===== src/dcc_pkg.sv =====
// Notes on behaviour
// sample inputs at rising/falling strobe-pair crossing
// clock-gate high enables clocks, buffers, drivers
// gate low: idle banks precharge/self-refresh, else active
// gate sampled at crossing for power-down, refresh entry
// self-refresh exit seen on gate high, no edge
// controller keeps gate high through reads, writes
// power-down keeps only clock, termination, gate buffers
// self-refresh keeps only the gate buffer
// commands ignored while rank select is high
// rank select is one bit of command code
// read latency programmable from 5 to 11
// write latency programmable from 5 to 9
// posted extra latency 0, rl-1 or rl-2
// burst length 4 or 8, sequential or interleaved
// eight banks chosen by three-bit bank select
// row, column, write strobes plus select form command
// no command accepted while in a low-power state
// controller enters low power in matching bank state
package dcc_pkg;
    // register byte offsets
    localparam logic [7:0] OFS_CONFIG = 8'h00;
    localparam logic [7:0] OFS_STATUS = 8'h04;
    localparam logic [7:0] OFS_CMD_COUNT = 8'h08;
    localparam logic [7:0] OFS_MASK_COUNT = 8'h0c;
    // config field positions
    localparam int CFG_RL_LSB = 0;
    localparam int CFG_WL_LSB = 4;
    localparam int CFG_AL_LSB = 8;
    localparam int CFG_BL4_BIT = 12;
    localparam int CFG_ILV_BIT = 13;
    // status field positions
    localparam int STS_PWR_LSB = 0;
    localparam int STS_BANK_LSB = 8;
    localparam int STS_EXTRA_LSB = 16;
    // config reset values
    localparam logic [3:0] RL_RESET = 4'h5;
    localparam logic [3:0] WL_RESET = 4'h5;
    localparam logic [1:0] AL_RESET = 2'h0;
    // legal latency ranges
    localparam logic [3:0] RL_MIN = 4'h5;
    localparam logic [3:0] RL_MAX = 4'hb;
    localparam logic [3:0] WL_MIN = 4'h5;
    localparam logic [3:0] WL_MAX = 4'h9;
    // extra latency selections
    localparam logic [1:0] AL_ZERO = 2'h0;
    localparam logic [1:0] AL_MINUS1 = 2'h1;
    localparam logic [1:0] AL_MINUS2 = 2'h2;
    // pin widths
    localparam int BANK_W = 3;
    localparam int NUM_BANKS = 8;
    localparam int ADDR_W = 14;
    // command codes {rank_sel_n, row_n, col_n, wr_n}
    localparam logic [3:0] CMD_MODE_SET = 4'h0;
    localparam logic [3:0] CMD_REFRESH = 4'h1;
    localparam logic [3:0] CMD_PRECHARGE = 4'h2;
    localparam logic [3:0] CMD_ACTIVATE = 4'h3;
    localparam logic [3:0] CMD_WRITE = 4'h4;
    localparam logic [3:0] CMD_READ = 4'h5;
    localparam logic [3:0] CMD_CALIBRATE = 4'h6;
    localparam logic [3:0] CMD_NOP = 4'h7;
    // power states
    typedef enum logic [1:0] {
        ST_ACTIVE,
        ST_PRE_PD,
        ST_ACT_PD,
        ST_SELF_REF
    } dcc_pwr_t;
endpackage


===== src/dcc_bank_track.sv =====
`timescale 1ns/1ns
`default_nettype none
// tracks which of the banks have a row open
module dcc_bank_track
    import dcc_pkg::*;
#(
    parameter int NB = 8
) (
    input wire logic clk,
    input wire logic rst,
    input wire logic cmd_valid,
    input wire logic [3:0] cmd_code,
    input wire logic [dcc_pkg::BANK_W-1:0] bank,
    input wire logic auto_pre,
    output logic [NB-1:0] open_map,
    output logic any_open
);
    import dcc_pkg::*;

    wire [NB-1:0] next_open; // per-bank next open flag, one net bit each
    assign any_open = |open_map; // some row open somewhere

    // one open flag per bank, selected by bank select
    for (genvar b = 0; b < NB; b++) begin : g_bank
        wire hit = cmd_valid && (bank == BANK_W'(b));
        wire act = hit && (cmd_code == CMD_ACTIVATE);
        wire pre_one = hit && (cmd_code == CMD_PRECHARGE) && !auto_pre;
        wire pre_all = cmd_valid && (cmd_code == CMD_PRECHARGE) && auto_pre;
        wire rw_ap = hit && auto_pre &&
            ((cmd_code == CMD_READ) || (cmd_code == CMD_WRITE));
        // activate opens, precharge or auto-close clears, else hold
        assign next_open[b] = act ? 1'b1 :
            (pre_one || pre_all || rw_ap) ? 1'b0 : open_map[b];

    end

    // all open flags kept in one register, so one process drives it
    always_ff @(posedge clk) begin
        if (rst) begin
            open_map <= '0;
        end else begin
            open_map <= next_open;
        end
    end
endmodule
`default_nettype wire


===== src/dcc_input_ctrl.sv =====
`timescale 1ns/1ns
`default_nettype none
// command-input front end with clock-gate power control
module dcc_input_ctrl
    import dcc_pkg::*;
#(
    parameter int CNT_W = 16
) (
    input wire logic CLOCK,
    input wire logic RST,
    // link pins
    input wire logic TIMING_STROBE_P,
    input wire logic TIMING_STROBE_N,
    input wire logic CLOCK_GATE,
    input wire logic RANK_SEL_N,
    input wire logic ROW_STROBE_N,
    input wire logic COL_STROBE_N,
    input wire logic WRITE_STROBE_N,
    input wire logic [dcc_pkg::BANK_W-1:0] BANK_SELECT,
    input wire logic [dcc_pkg::ADDR_W-1:0] ADDR,
    input wire logic TERMINATION_ENABLE,
    // register bus
    input wire logic HSEL,
    input wire logic [31:0] HADDR,
    input wire logic [1:0] HTRANS,
    input wire logic HWRITE,
    input wire logic [2:0] HSIZE,
    input wire logic [31:0] HWDATA,
    input wire logic HREADY,
    output logic [31:0] HRDATA,
    output logic HREADYOUT,
    output logic HRESP,
    // decoded command
    output logic CMD_VALID,
    output logic [3:0] CMD_CODE,
    output logic [dcc_pkg::BANK_W-1:0] CMD_BANK,
    output logic [dcc_pkg::ADDR_W-1:0] CMD_ADDR,
    // power and buffer control
    output dcc_pkg::dcc_pwr_t POWER_STATE,
    output logic INT_CLOCK_EN,
    output logic OUT_DRIVER_EN,
    output logic CMD_BUF_EN,
    output logic CLOCK_BUF_EN,
    output logic TERM_BUF_EN,
    output logic GATE_BUF_EN,
    output logic TERM_ACTIVE,
    output logic [dcc_pkg::NUM_BANKS-1:0] BANK_OPEN,
    // programmed latencies and burst
    output logic [3:0] READ_LATENCY,
    output logic [3:0] WRITE_LATENCY,
    output logic [3:0] EXTRA_LATENCY,
    output logic BURST_LEN4,
    output logic BURST_INTERLEAVE
);
    import dcc_pkg::*;

    localparam int SYNC_W = 7 + BANK_W + ADDR_W + 1;

    // synchronised pins
    logic [SYNC_W-1:0] pins_s;
    logic p_s, n_s, gate_s, sel_n_s, row_n_s, col_n_s, wr_n_s, term_s;
    logic [BANK_W-1:0] bank_s;
    logic [ADDR_W-1:0] addr_s;

    dcc_sync #(.W(SYNC_W)) u_sync (
        .clk(CLOCK),
        .rst(RST),
        .din({TIMING_STROBE_P, TIMING_STROBE_N, CLOCK_GATE, RANK_SEL_N,
              ROW_STROBE_N, COL_STROBE_N, WRITE_STROBE_N, BANK_SELECT,
              ADDR, TERMINATION_ENABLE}),
        .dout(pins_s)
    );
    assign {p_s, n_s, gate_s, sel_n_s, row_n_s, col_n_s, wr_n_s, bank_s,
            addr_s, term_s} = pins_s;

    // strobe-pair crossing detection
    logic p_prev; // previous synced positive leg
    logic gate_last; // gate level at previous crossing or at self-refresh exit
    dcc_pwr_t state, next_state;
    wire crossing = CLOCK_BUF_EN && p_s && !p_prev && !n_s;
    wire [3:0] code = {sel_n_s, row_n_s, col_n_s, wr_n_s};
    wire active = (state == ST_ACTIVE);
    wire gate_fall = crossing && !gate_s && gate_last;
    wire refresh_cmd = (code == CMD_REFRESH);
    logic any_open; // from bank tracker
    // a command is taken only on a crossing, when awake and selected
    wire take_cmd = crossing && active && gate_s && CMD_BUF_EN &&
        !sel_n_s;
    wire mask_cmd = crossing && active && gate_s && sel_n_s;

    // remember previous positive leg
    always_ff @(posedge CLOCK) begin
        if (RST) begin
            p_prev <= 1'b0;
        end else begin
            p_prev <= p_s;
        end
    end

    // gate level as last registered at a crossing or at self-refresh exit
    always_ff @(posedge CLOCK) begin
        if (RST) begin
            gate_last <= 1'b0;
        end else if (state == ST_SELF_REF && gate_s) begin
            gate_last <= 1'b1;
        end else if (crossing) begin
            gate_last <= gate_s;
        end
    end

    // power state transitions
    always_comb begin
        next_state = state;
        case (state)
            ST_ACTIVE: begin
                if (gate_fall) begin
                    // bank state picks the low-power mode
                    if (refresh_cmd && !sel_n_s && !any_open) begin
                        next_state = ST_SELF_REF;
                    end else if (any_open) begin
                        next_state = ST_ACT_PD;
                    end else begin
                        next_state = ST_PRE_PD;
                    end
                end
            end
            ST_PRE_PD, ST_ACT_PD: begin
                // exit only at a crossing with the gate high
                if (crossing && gate_s) begin
                    next_state = ST_ACTIVE;
                end
            end
            ST_SELF_REF: begin
                // exit on gate high, no strobe edge needed
                if (gate_s) begin
                    next_state = ST_ACTIVE;
                end
            end
            default: begin
                next_state = ST_ACTIVE;
            end
        endcase
    end

    // buffer enables for the next state
    wire nx_act = (next_state == ST_ACTIVE);
    wire nx_pd = (next_state == ST_PRE_PD) || (next_state == ST_ACT_PD);

    // state and buffer control registers
    always_ff @(posedge CLOCK) begin
        if (RST) begin
            state <= ST_ACTIVE;
            INT_CLOCK_EN <= 1'b1;
            OUT_DRIVER_EN <= 1'b1;
            CMD_BUF_EN <= 1'b1;
            CLOCK_BUF_EN <= 1'b1;
            TERM_BUF_EN <= 1'b1;
        end else begin
            state <= next_state;
            INT_CLOCK_EN <= nx_act;
            OUT_DRIVER_EN <= nx_act;
            CMD_BUF_EN <= nx_act;
            CLOCK_BUF_EN <= nx_act || nx_pd;
            TERM_BUF_EN <= nx_act || nx_pd;
        end
    end
    assign GATE_BUF_EN = 1'b1; // gate receiver never switched off
    assign POWER_STATE = state;

    // termination request through its buffer
    always_ff @(posedge CLOCK) begin
        if (RST) begin
            TERM_ACTIVE <= 1'b0;
        end else begin
            TERM_ACTIVE <= term_s && TERM_BUF_EN;
        end
    end

    // registered command output, one-cycle pulse
    always_ff @(posedge CLOCK) begin
        if (RST) begin
            CMD_VALID <= 1'b0;
            CMD_CODE <= CMD_NOP;
            CMD_BANK <= '0;
            CMD_ADDR <= '0;
        end else begin
            CMD_VALID <= take_cmd;
            if (take_cmd) begin
                CMD_CODE <= code;
                CMD_BANK <= bank_s;
                CMD_ADDR <= addr_s;
            end
        end
    end

    // open-row bookkeeping; address bit 10 is auto/all precharge
    dcc_bank_track #(.NB(NUM_BANKS)) u_banks (
        .clk(CLOCK),
        .rst(RST),
        .cmd_valid(take_cmd),
        .cmd_code(code),
        .bank(bank_s),
        .auto_pre(addr_s[10]),
        .open_map(BANK_OPEN),
        .any_open(any_open)
    );

    // bus slave: address phase capture
    logic wr_pend, rd_pend; // data phase pending
    logic [7:0] addr_q; // captured offset
    logic [CNT_W-1:0] cmd_count, mask_count;
    wire addr_phase = HSEL && HTRANS[1] && HREADY;
    wire in_map = (HADDR[31:8] == 24'h000000);

    always_ff @(posedge CLOCK) begin
        if (RST) begin
            wr_pend <= 1'b0;
            rd_pend <= 1'b0;
            addr_q <= 8'h00;
        end else begin
            wr_pend <= addr_phase && HWRITE && in_map;
            rd_pend <= addr_phase && !HWRITE;
            if (addr_phase) begin
                addr_q <= in_map ? HADDR[7:0] : 8'hff;
            end
        end
    end
    assign HREADYOUT = !rd_pend; // one wait state on reads
    assign HRESP = 1'b0;

    // config write decode; an illegal write is dropped whole
    wire [3:0] w_rl = HWDATA[CFG_RL_LSB +: 4];
    wire [3:0] w_wl = HWDATA[CFG_WL_LSB +: 4];
    wire [1:0] w_al = HWDATA[CFG_AL_LSB +: 2];
    wire cfg_ok = (w_rl >= RL_MIN) && (w_rl <= RL_MAX) &&
        (w_wl >= WL_MIN) && (w_wl <= WL_MAX) &&
        (w_al != 2'h3);
    wire cfg_we = wr_pend && (addr_q == OFS_CONFIG) && cfg_ok;
    logic [1:0] al_sel; // extra latency selection

    // latency and burst configuration
    always_ff @(posedge CLOCK) begin
        if (RST) begin
            READ_LATENCY <= RL_RESET;
            WRITE_LATENCY <= WL_RESET;
            al_sel <= AL_RESET;
            BURST_LEN4 <= 1'b0;
            BURST_INTERLEAVE <= 1'b0;
        end else if (cfg_we) begin
            READ_LATENCY <= w_rl;
            WRITE_LATENCY <= w_wl;
            al_sel <= w_al;
            BURST_LEN4 <= HWDATA[CFG_BL4_BIT];
            BURST_INTERLEAVE <= HWDATA[CFG_ILV_BIT];
        end
    end

    // posted extra latency derived from read latency
    wire [3:0] next_extra = (al_sel == AL_MINUS1) ? READ_LATENCY - 4'h1 :
        (al_sel == AL_MINUS2) ? READ_LATENCY - 4'h2 : 4'h0;
    always_ff @(posedge CLOCK) begin
        if (RST) begin
            EXTRA_LATENCY <= 4'h0;
        end else begin
            EXTRA_LATENCY <= next_extra;
        end
    end

    // accepted and masked command counters
    always_ff @(posedge CLOCK) begin
        if (RST) begin
            cmd_count <= '0;
            mask_count <= '0;
        end else begin
            cmd_count <= cmd_count + CNT_W'(take_cmd);
            mask_count <= mask_count + CNT_W'(mask_cmd);
        end
    end

    // read mux, sampled during the wait state
    wire [31:0] cfg_word = {18'h00000, BURST_INTERLEAVE, BURST_LEN4,
        2'h0, al_sel, WRITE_LATENCY, READ_LATENCY};
    wire [31:0] sts_word = {12'h000, EXTRA_LATENCY, BANK_OPEN,
        6'h00, 2'(state)};
    wire [31:0] rd_mux = (addr_q == OFS_CONFIG) ? cfg_word :
        (addr_q == OFS_STATUS) ? sts_word :
        (addr_q == OFS_CMD_COUNT) ? 32'(cmd_count) :
        (addr_q == OFS_MASK_COUNT) ? 32'(mask_count) : 32'h00000000;

    always_ff @(posedge CLOCK) begin
        if (RST) begin
            HRDATA <= 32'h00000000;
        end else if (rd_pend) begin
            HRDATA <= rd_mux;
        end
    end
endmodule
`default_nettype wire


===== src/dcc_sync.sv =====
`timescale 1ns/1ns
`default_nettype none
// two-flop synchroniser for pins from the link
module dcc_sync #(
    parameter int W = 1
) (
    input wire logic clk,
    input wire logic rst,
    input wire logic [W-1:0] din,
    output logic [W-1:0] dout
);
    logic [W-1:0] meta; // first stage, read only by second

    // both stages clear on reset
    always_ff @(posedge clk) begin
        if (rst) begin
            meta <= '0;
            dout <= '0;
        end else begin
            meta <= din;
            dout <= meta;
        end
    end
endmodule
`default_nettype wire


===== config.mk =====
export PLATFORM = sky130hd
export DESIGN_NAME = dcc_input_ctrl
export DESIGN_NICKNAME = d
export VERILOG_FILES = /design/src/dcc_pkg.sv /design/src/dcc_bank_track.sv /design/src/dcc_input_ctrl.sv /design/src/dcc_sync.sv
export SDC_FILE = /design/constraint.sdc
export NUM_CORES = 1
export LEC_CHECK = 0
export ABC_AREA = 1
export BUFFER_PORTS_ARGS = -buffer_cell sky130_fd_sc_hd__buf_2
export CAP_MARGIN = 20
export CORE_UTILIZATION = 28
export CTS_BUF_LIST = sky130_fd_sc_hd__clkbuf_4 sky130_fd_sc_hd__clkbuf_8 sky130_fd_sc_hd__clkbuf_16
export CTS_CLUSTER_DIAMETER = 200
export DETAILED_ROUTE_END_ITERATION = 10
export GPL_ROUTABILITY_DRIVEN = 0
export SLEW_MARGIN = 40
export SYNTH_ARGS = -nofsm -noshare
export SYNTH_HDL_FRONTEND = slang
export SYNTH_SLANG_ARGS = --single-unit

===== constraint.sdc =====
create_clock -name CLOCK -period 2.8 [get_ports CLOCK]
set_input_delay 0 -clock CLOCK [delete_from_list [all_inputs] [get_ports CLOCK]]
set_output_delay 0 -clock CLOCK [all_outputs]
set_load 0.01 [all_outputs]

==> results.cfg <==
[status]
status = complete, but fails checks
violations = negative hold slack

[grt]
grt.total_usage = 0.147
antenna_found_initial = 0
gr-total-overflow = 0
grt_pass1_wl_mm = 30.2
grt_pass1_vias = 5956
grt_max_degree = 61

[die]
initial_core_util = 0.288
core_area_um2 = 24500
row_count = 57
die-area_um2 = 25800
die-width_um = 161
fp.dieH_um = 161
num_io_pins = 186

[hold_path]
min_path_cells = 6
hp-class = in -> reg

[power_and_ir_drop]
vdd_drop_max_v = 0.000348
power_density_nw_per_um2 = 560
leakage_nw = 4.10

[yosys]
synth_ff_type = dfxtp_1
synth_area_leaders = dfxtp_1 47%, nor2_1 9.0%, inv_1 7.0%, nand2_1 5.7%, a21oi_1 4.9%
synth_cells = 941
synth_common_cells = 168 x nor2_1, 165 x dfxtp_1, 132 x inv_1, 106 x nand2_1, 69 x a21oi_1
synth_area_um2 = 7040
ys_ff_latch = 165
synth.distinct_cells = 45
syn_avg_cell_area_um2 = 7.48
yosysMostFrequentCell = nor2_1
ys.warnings.count = 0
async_flop_share = 0
synth_edf_count = 0
synth.top_cell.area_share = 0.469
synth-seq-area-share = 0.469
yosysTopAreaCell = dfxtp_1

[final_layout]
syn2layout_area_growth_pct = 31.4
fill_cells = 2532
num_antenna_cells = 0
drive_gt1_frac = 0.201
final_area_um2 = 9250
finalNetCount = 1249
fin_util = 0.378

[sta]
worst_pin_slew_ps = 776
finalSetupTns_ps = 0
slew_headroom = 0.482
fin_ws_ps = 177
fmax_ghz = 0.381
setup_viol_count_final = 0
post-route-min-period_ps = 2620
period_share = 0.937
grt_setup_unrepaired = false
timing.final.hold_violations = 1
holdWs_ps = -17.2
slew_violations = 0
fin_skew_ps = 7.41

[place]
preCtsSetupSlack_ps = 519
dp.final_hpwl_mm = 13.0
io_buffers = 147
place_area_um2 = 8010

[setup_path]
cp.buffers_inverters = 6
path_common_cell = dlygate4sd3_1
crit_type = in -> reg
cp.required_ps = 3110
end_kind = flip-flop
ff2ff_path_depth = 16
worst_path_max_delay_cell = dlygate4sd3_1
critPathMaxFanout = 6
cp-start-kind = input port
cpLargestDelayFamily = buffers and inverters
cp_num_cells = 11
cp.arrival_ps = 2930
cpPeakStageDelay_ps = 570
worstPathCellList = dlygate4sd3_1 -> buf_2 -> nor2_1 -> dlygate4sd3_1 -> nand2_1 -> dlygate4sd3_1 -> nor2_1 -> dlygate4sd3_1 -> nand3_2 -> inv_1 -> a21oi_1

[cts]
numCtsBuffers = 17
clockRootBuffer = clkbuf_16
clockBufferDepth = 2
cts.sinks = 165
clkSlewWorstSetupHoldPaths_ps = 70
cts_tree = built
htreeDepth = 4
post_cts_buffers = 0
clock_latency_ps = 430

[detailed_routing]
vias = 6456
wl_per_cell_um = 12.6
drt_iter0_drc = 496
drt_first_pass_iters = 5
viasPerCell = 4.37
wirelength_mm = 18.6
ant_nets = 0
drc_errors = 0

[job]
drv_cap = 0
==> metrics by stage <==
step | power, mW | instances
5_1_grt | 5.39 | 1476
2_1_floorplan | 2.65 | 953
3_5_place_dp | 2.75 | 1382
4_1_cts | 5.23 | 1473
6_report | 5.18 | 1476
3_3_place_gp | 2.75 | 1382
==> metal layers <==
| metal | global-route usage | share of wire | wire length [µm] |
|---|---|---|---|
| met1 | 0.192 | 0.47 | 8840 |
| met2 | 0.238 | 0.45 | 8410 |
| met3 | 0.0405 | 0.059 | 1110 |
| met4 | 0.0403 | 0.015 | 282 |
| met5 | 0 | 0 | 0 |
==> flip-flops by register name, indices dropped and copies added, names as in the netlist, 8 cells and up <==
name / flops
u_banks.open_map: 8
addr_q: 8
u_sync.meta: 25
CMD_ADDR: 14
HRDATA: 20
u_sync.dout: 25
mask_count: 16
cmd_count: 16
==> where the power goes <==
part	switching, mW	total [mW]	internal (mW)	leakage (nW)
Sequential	0.0199	2.41	2.39	1.34
Clock	1.06	2.42	1.35	0.292
Combinational	0.199	0.350	0.151	2.46
==> logic make-up after synthesis <==
logic type	count (synthesis)	synth area share
buffers and inverters	190	0.116
AOI/OAI and AO/OA	159	0.124
xor gates and xnor gates	7	0.00871
other	2	0.00107
adders and majority gates	11	0.0196
DFF	165	0.469
and+or+nand+nor	407	0.261
==> final timing paths <==
| path | to | slack [ps] | start |
|---|---|---|---|
| worst max-delay path | addr_q[1] | 180 | HADDR[12] |
| worst min-delay path | wr_pend | -20 | HADDR[25] |
| worst max register to register | cmd_count[11] | 510 | POWER_STATE[0] |
| worst min register to register | u_sync.dout[7] | 400 | u_sync.meta[7] |
==> placed cells by master (no fill, tap or decap), types with 2 or more instances in the layout <==
master	n
nor2_1	168
dfxtp_1	165
buf_2	146
inv_1	132
nand2_1	106
a21oi_1	69
dlygate4sd3_1	62
o21ai_0	55
nand3_1	51
nand4_1	19
nor3_1	18
clkbuf_16	17
conb_1	14
o211ai_1	12
ha_1	11
nand2_2	8
nor2_2	7
nor4_1	7
inv_6	7
buf_4	7
a31oi_1	6
nor2_4	5
inv_2	5
xor2_1	5
nand3_2	4
o21ai_1	4
nor3_2	4
or2_2	3
o22ai_1	3
a211oi_1	3
inv_8	3
clkinv_1	2
o21ai_2	2
xnor2_1	2
nor3_4	2
or2_0	2
clkinvlp_4	2
bufinv_16	2
==> worst min-delay path, cell delays in order <==
cell,delay [ps]
buf_2,80
nor2_1,40
nand2_1,40
nor2_1,40
nand3_2,110
nor2_1,50
==> final cells by class <==
class | instances | area, µm² | share of cell area
timing repair buffer | 216 | 1420 | 0.154
tap | 324 | 405 | 0.0438
inverter | 141 | 533 | 0.0576
sequential | 165 | 3300 | 0.357
multi-input combinational | 598 | 2980 | 0.322
clock inverter | 15 | 179 | 0.0193
clock buffer | 17 | 425 | 0.0460
==> repair_timing <==
action,CTS,global route
hold endpoints to repair,55,1
gates resized for setup,0,3
hold buffers,59,3
endpoints found under the setup margin,0,4
No activity file was read; power rests on OpenSTA's default activity.
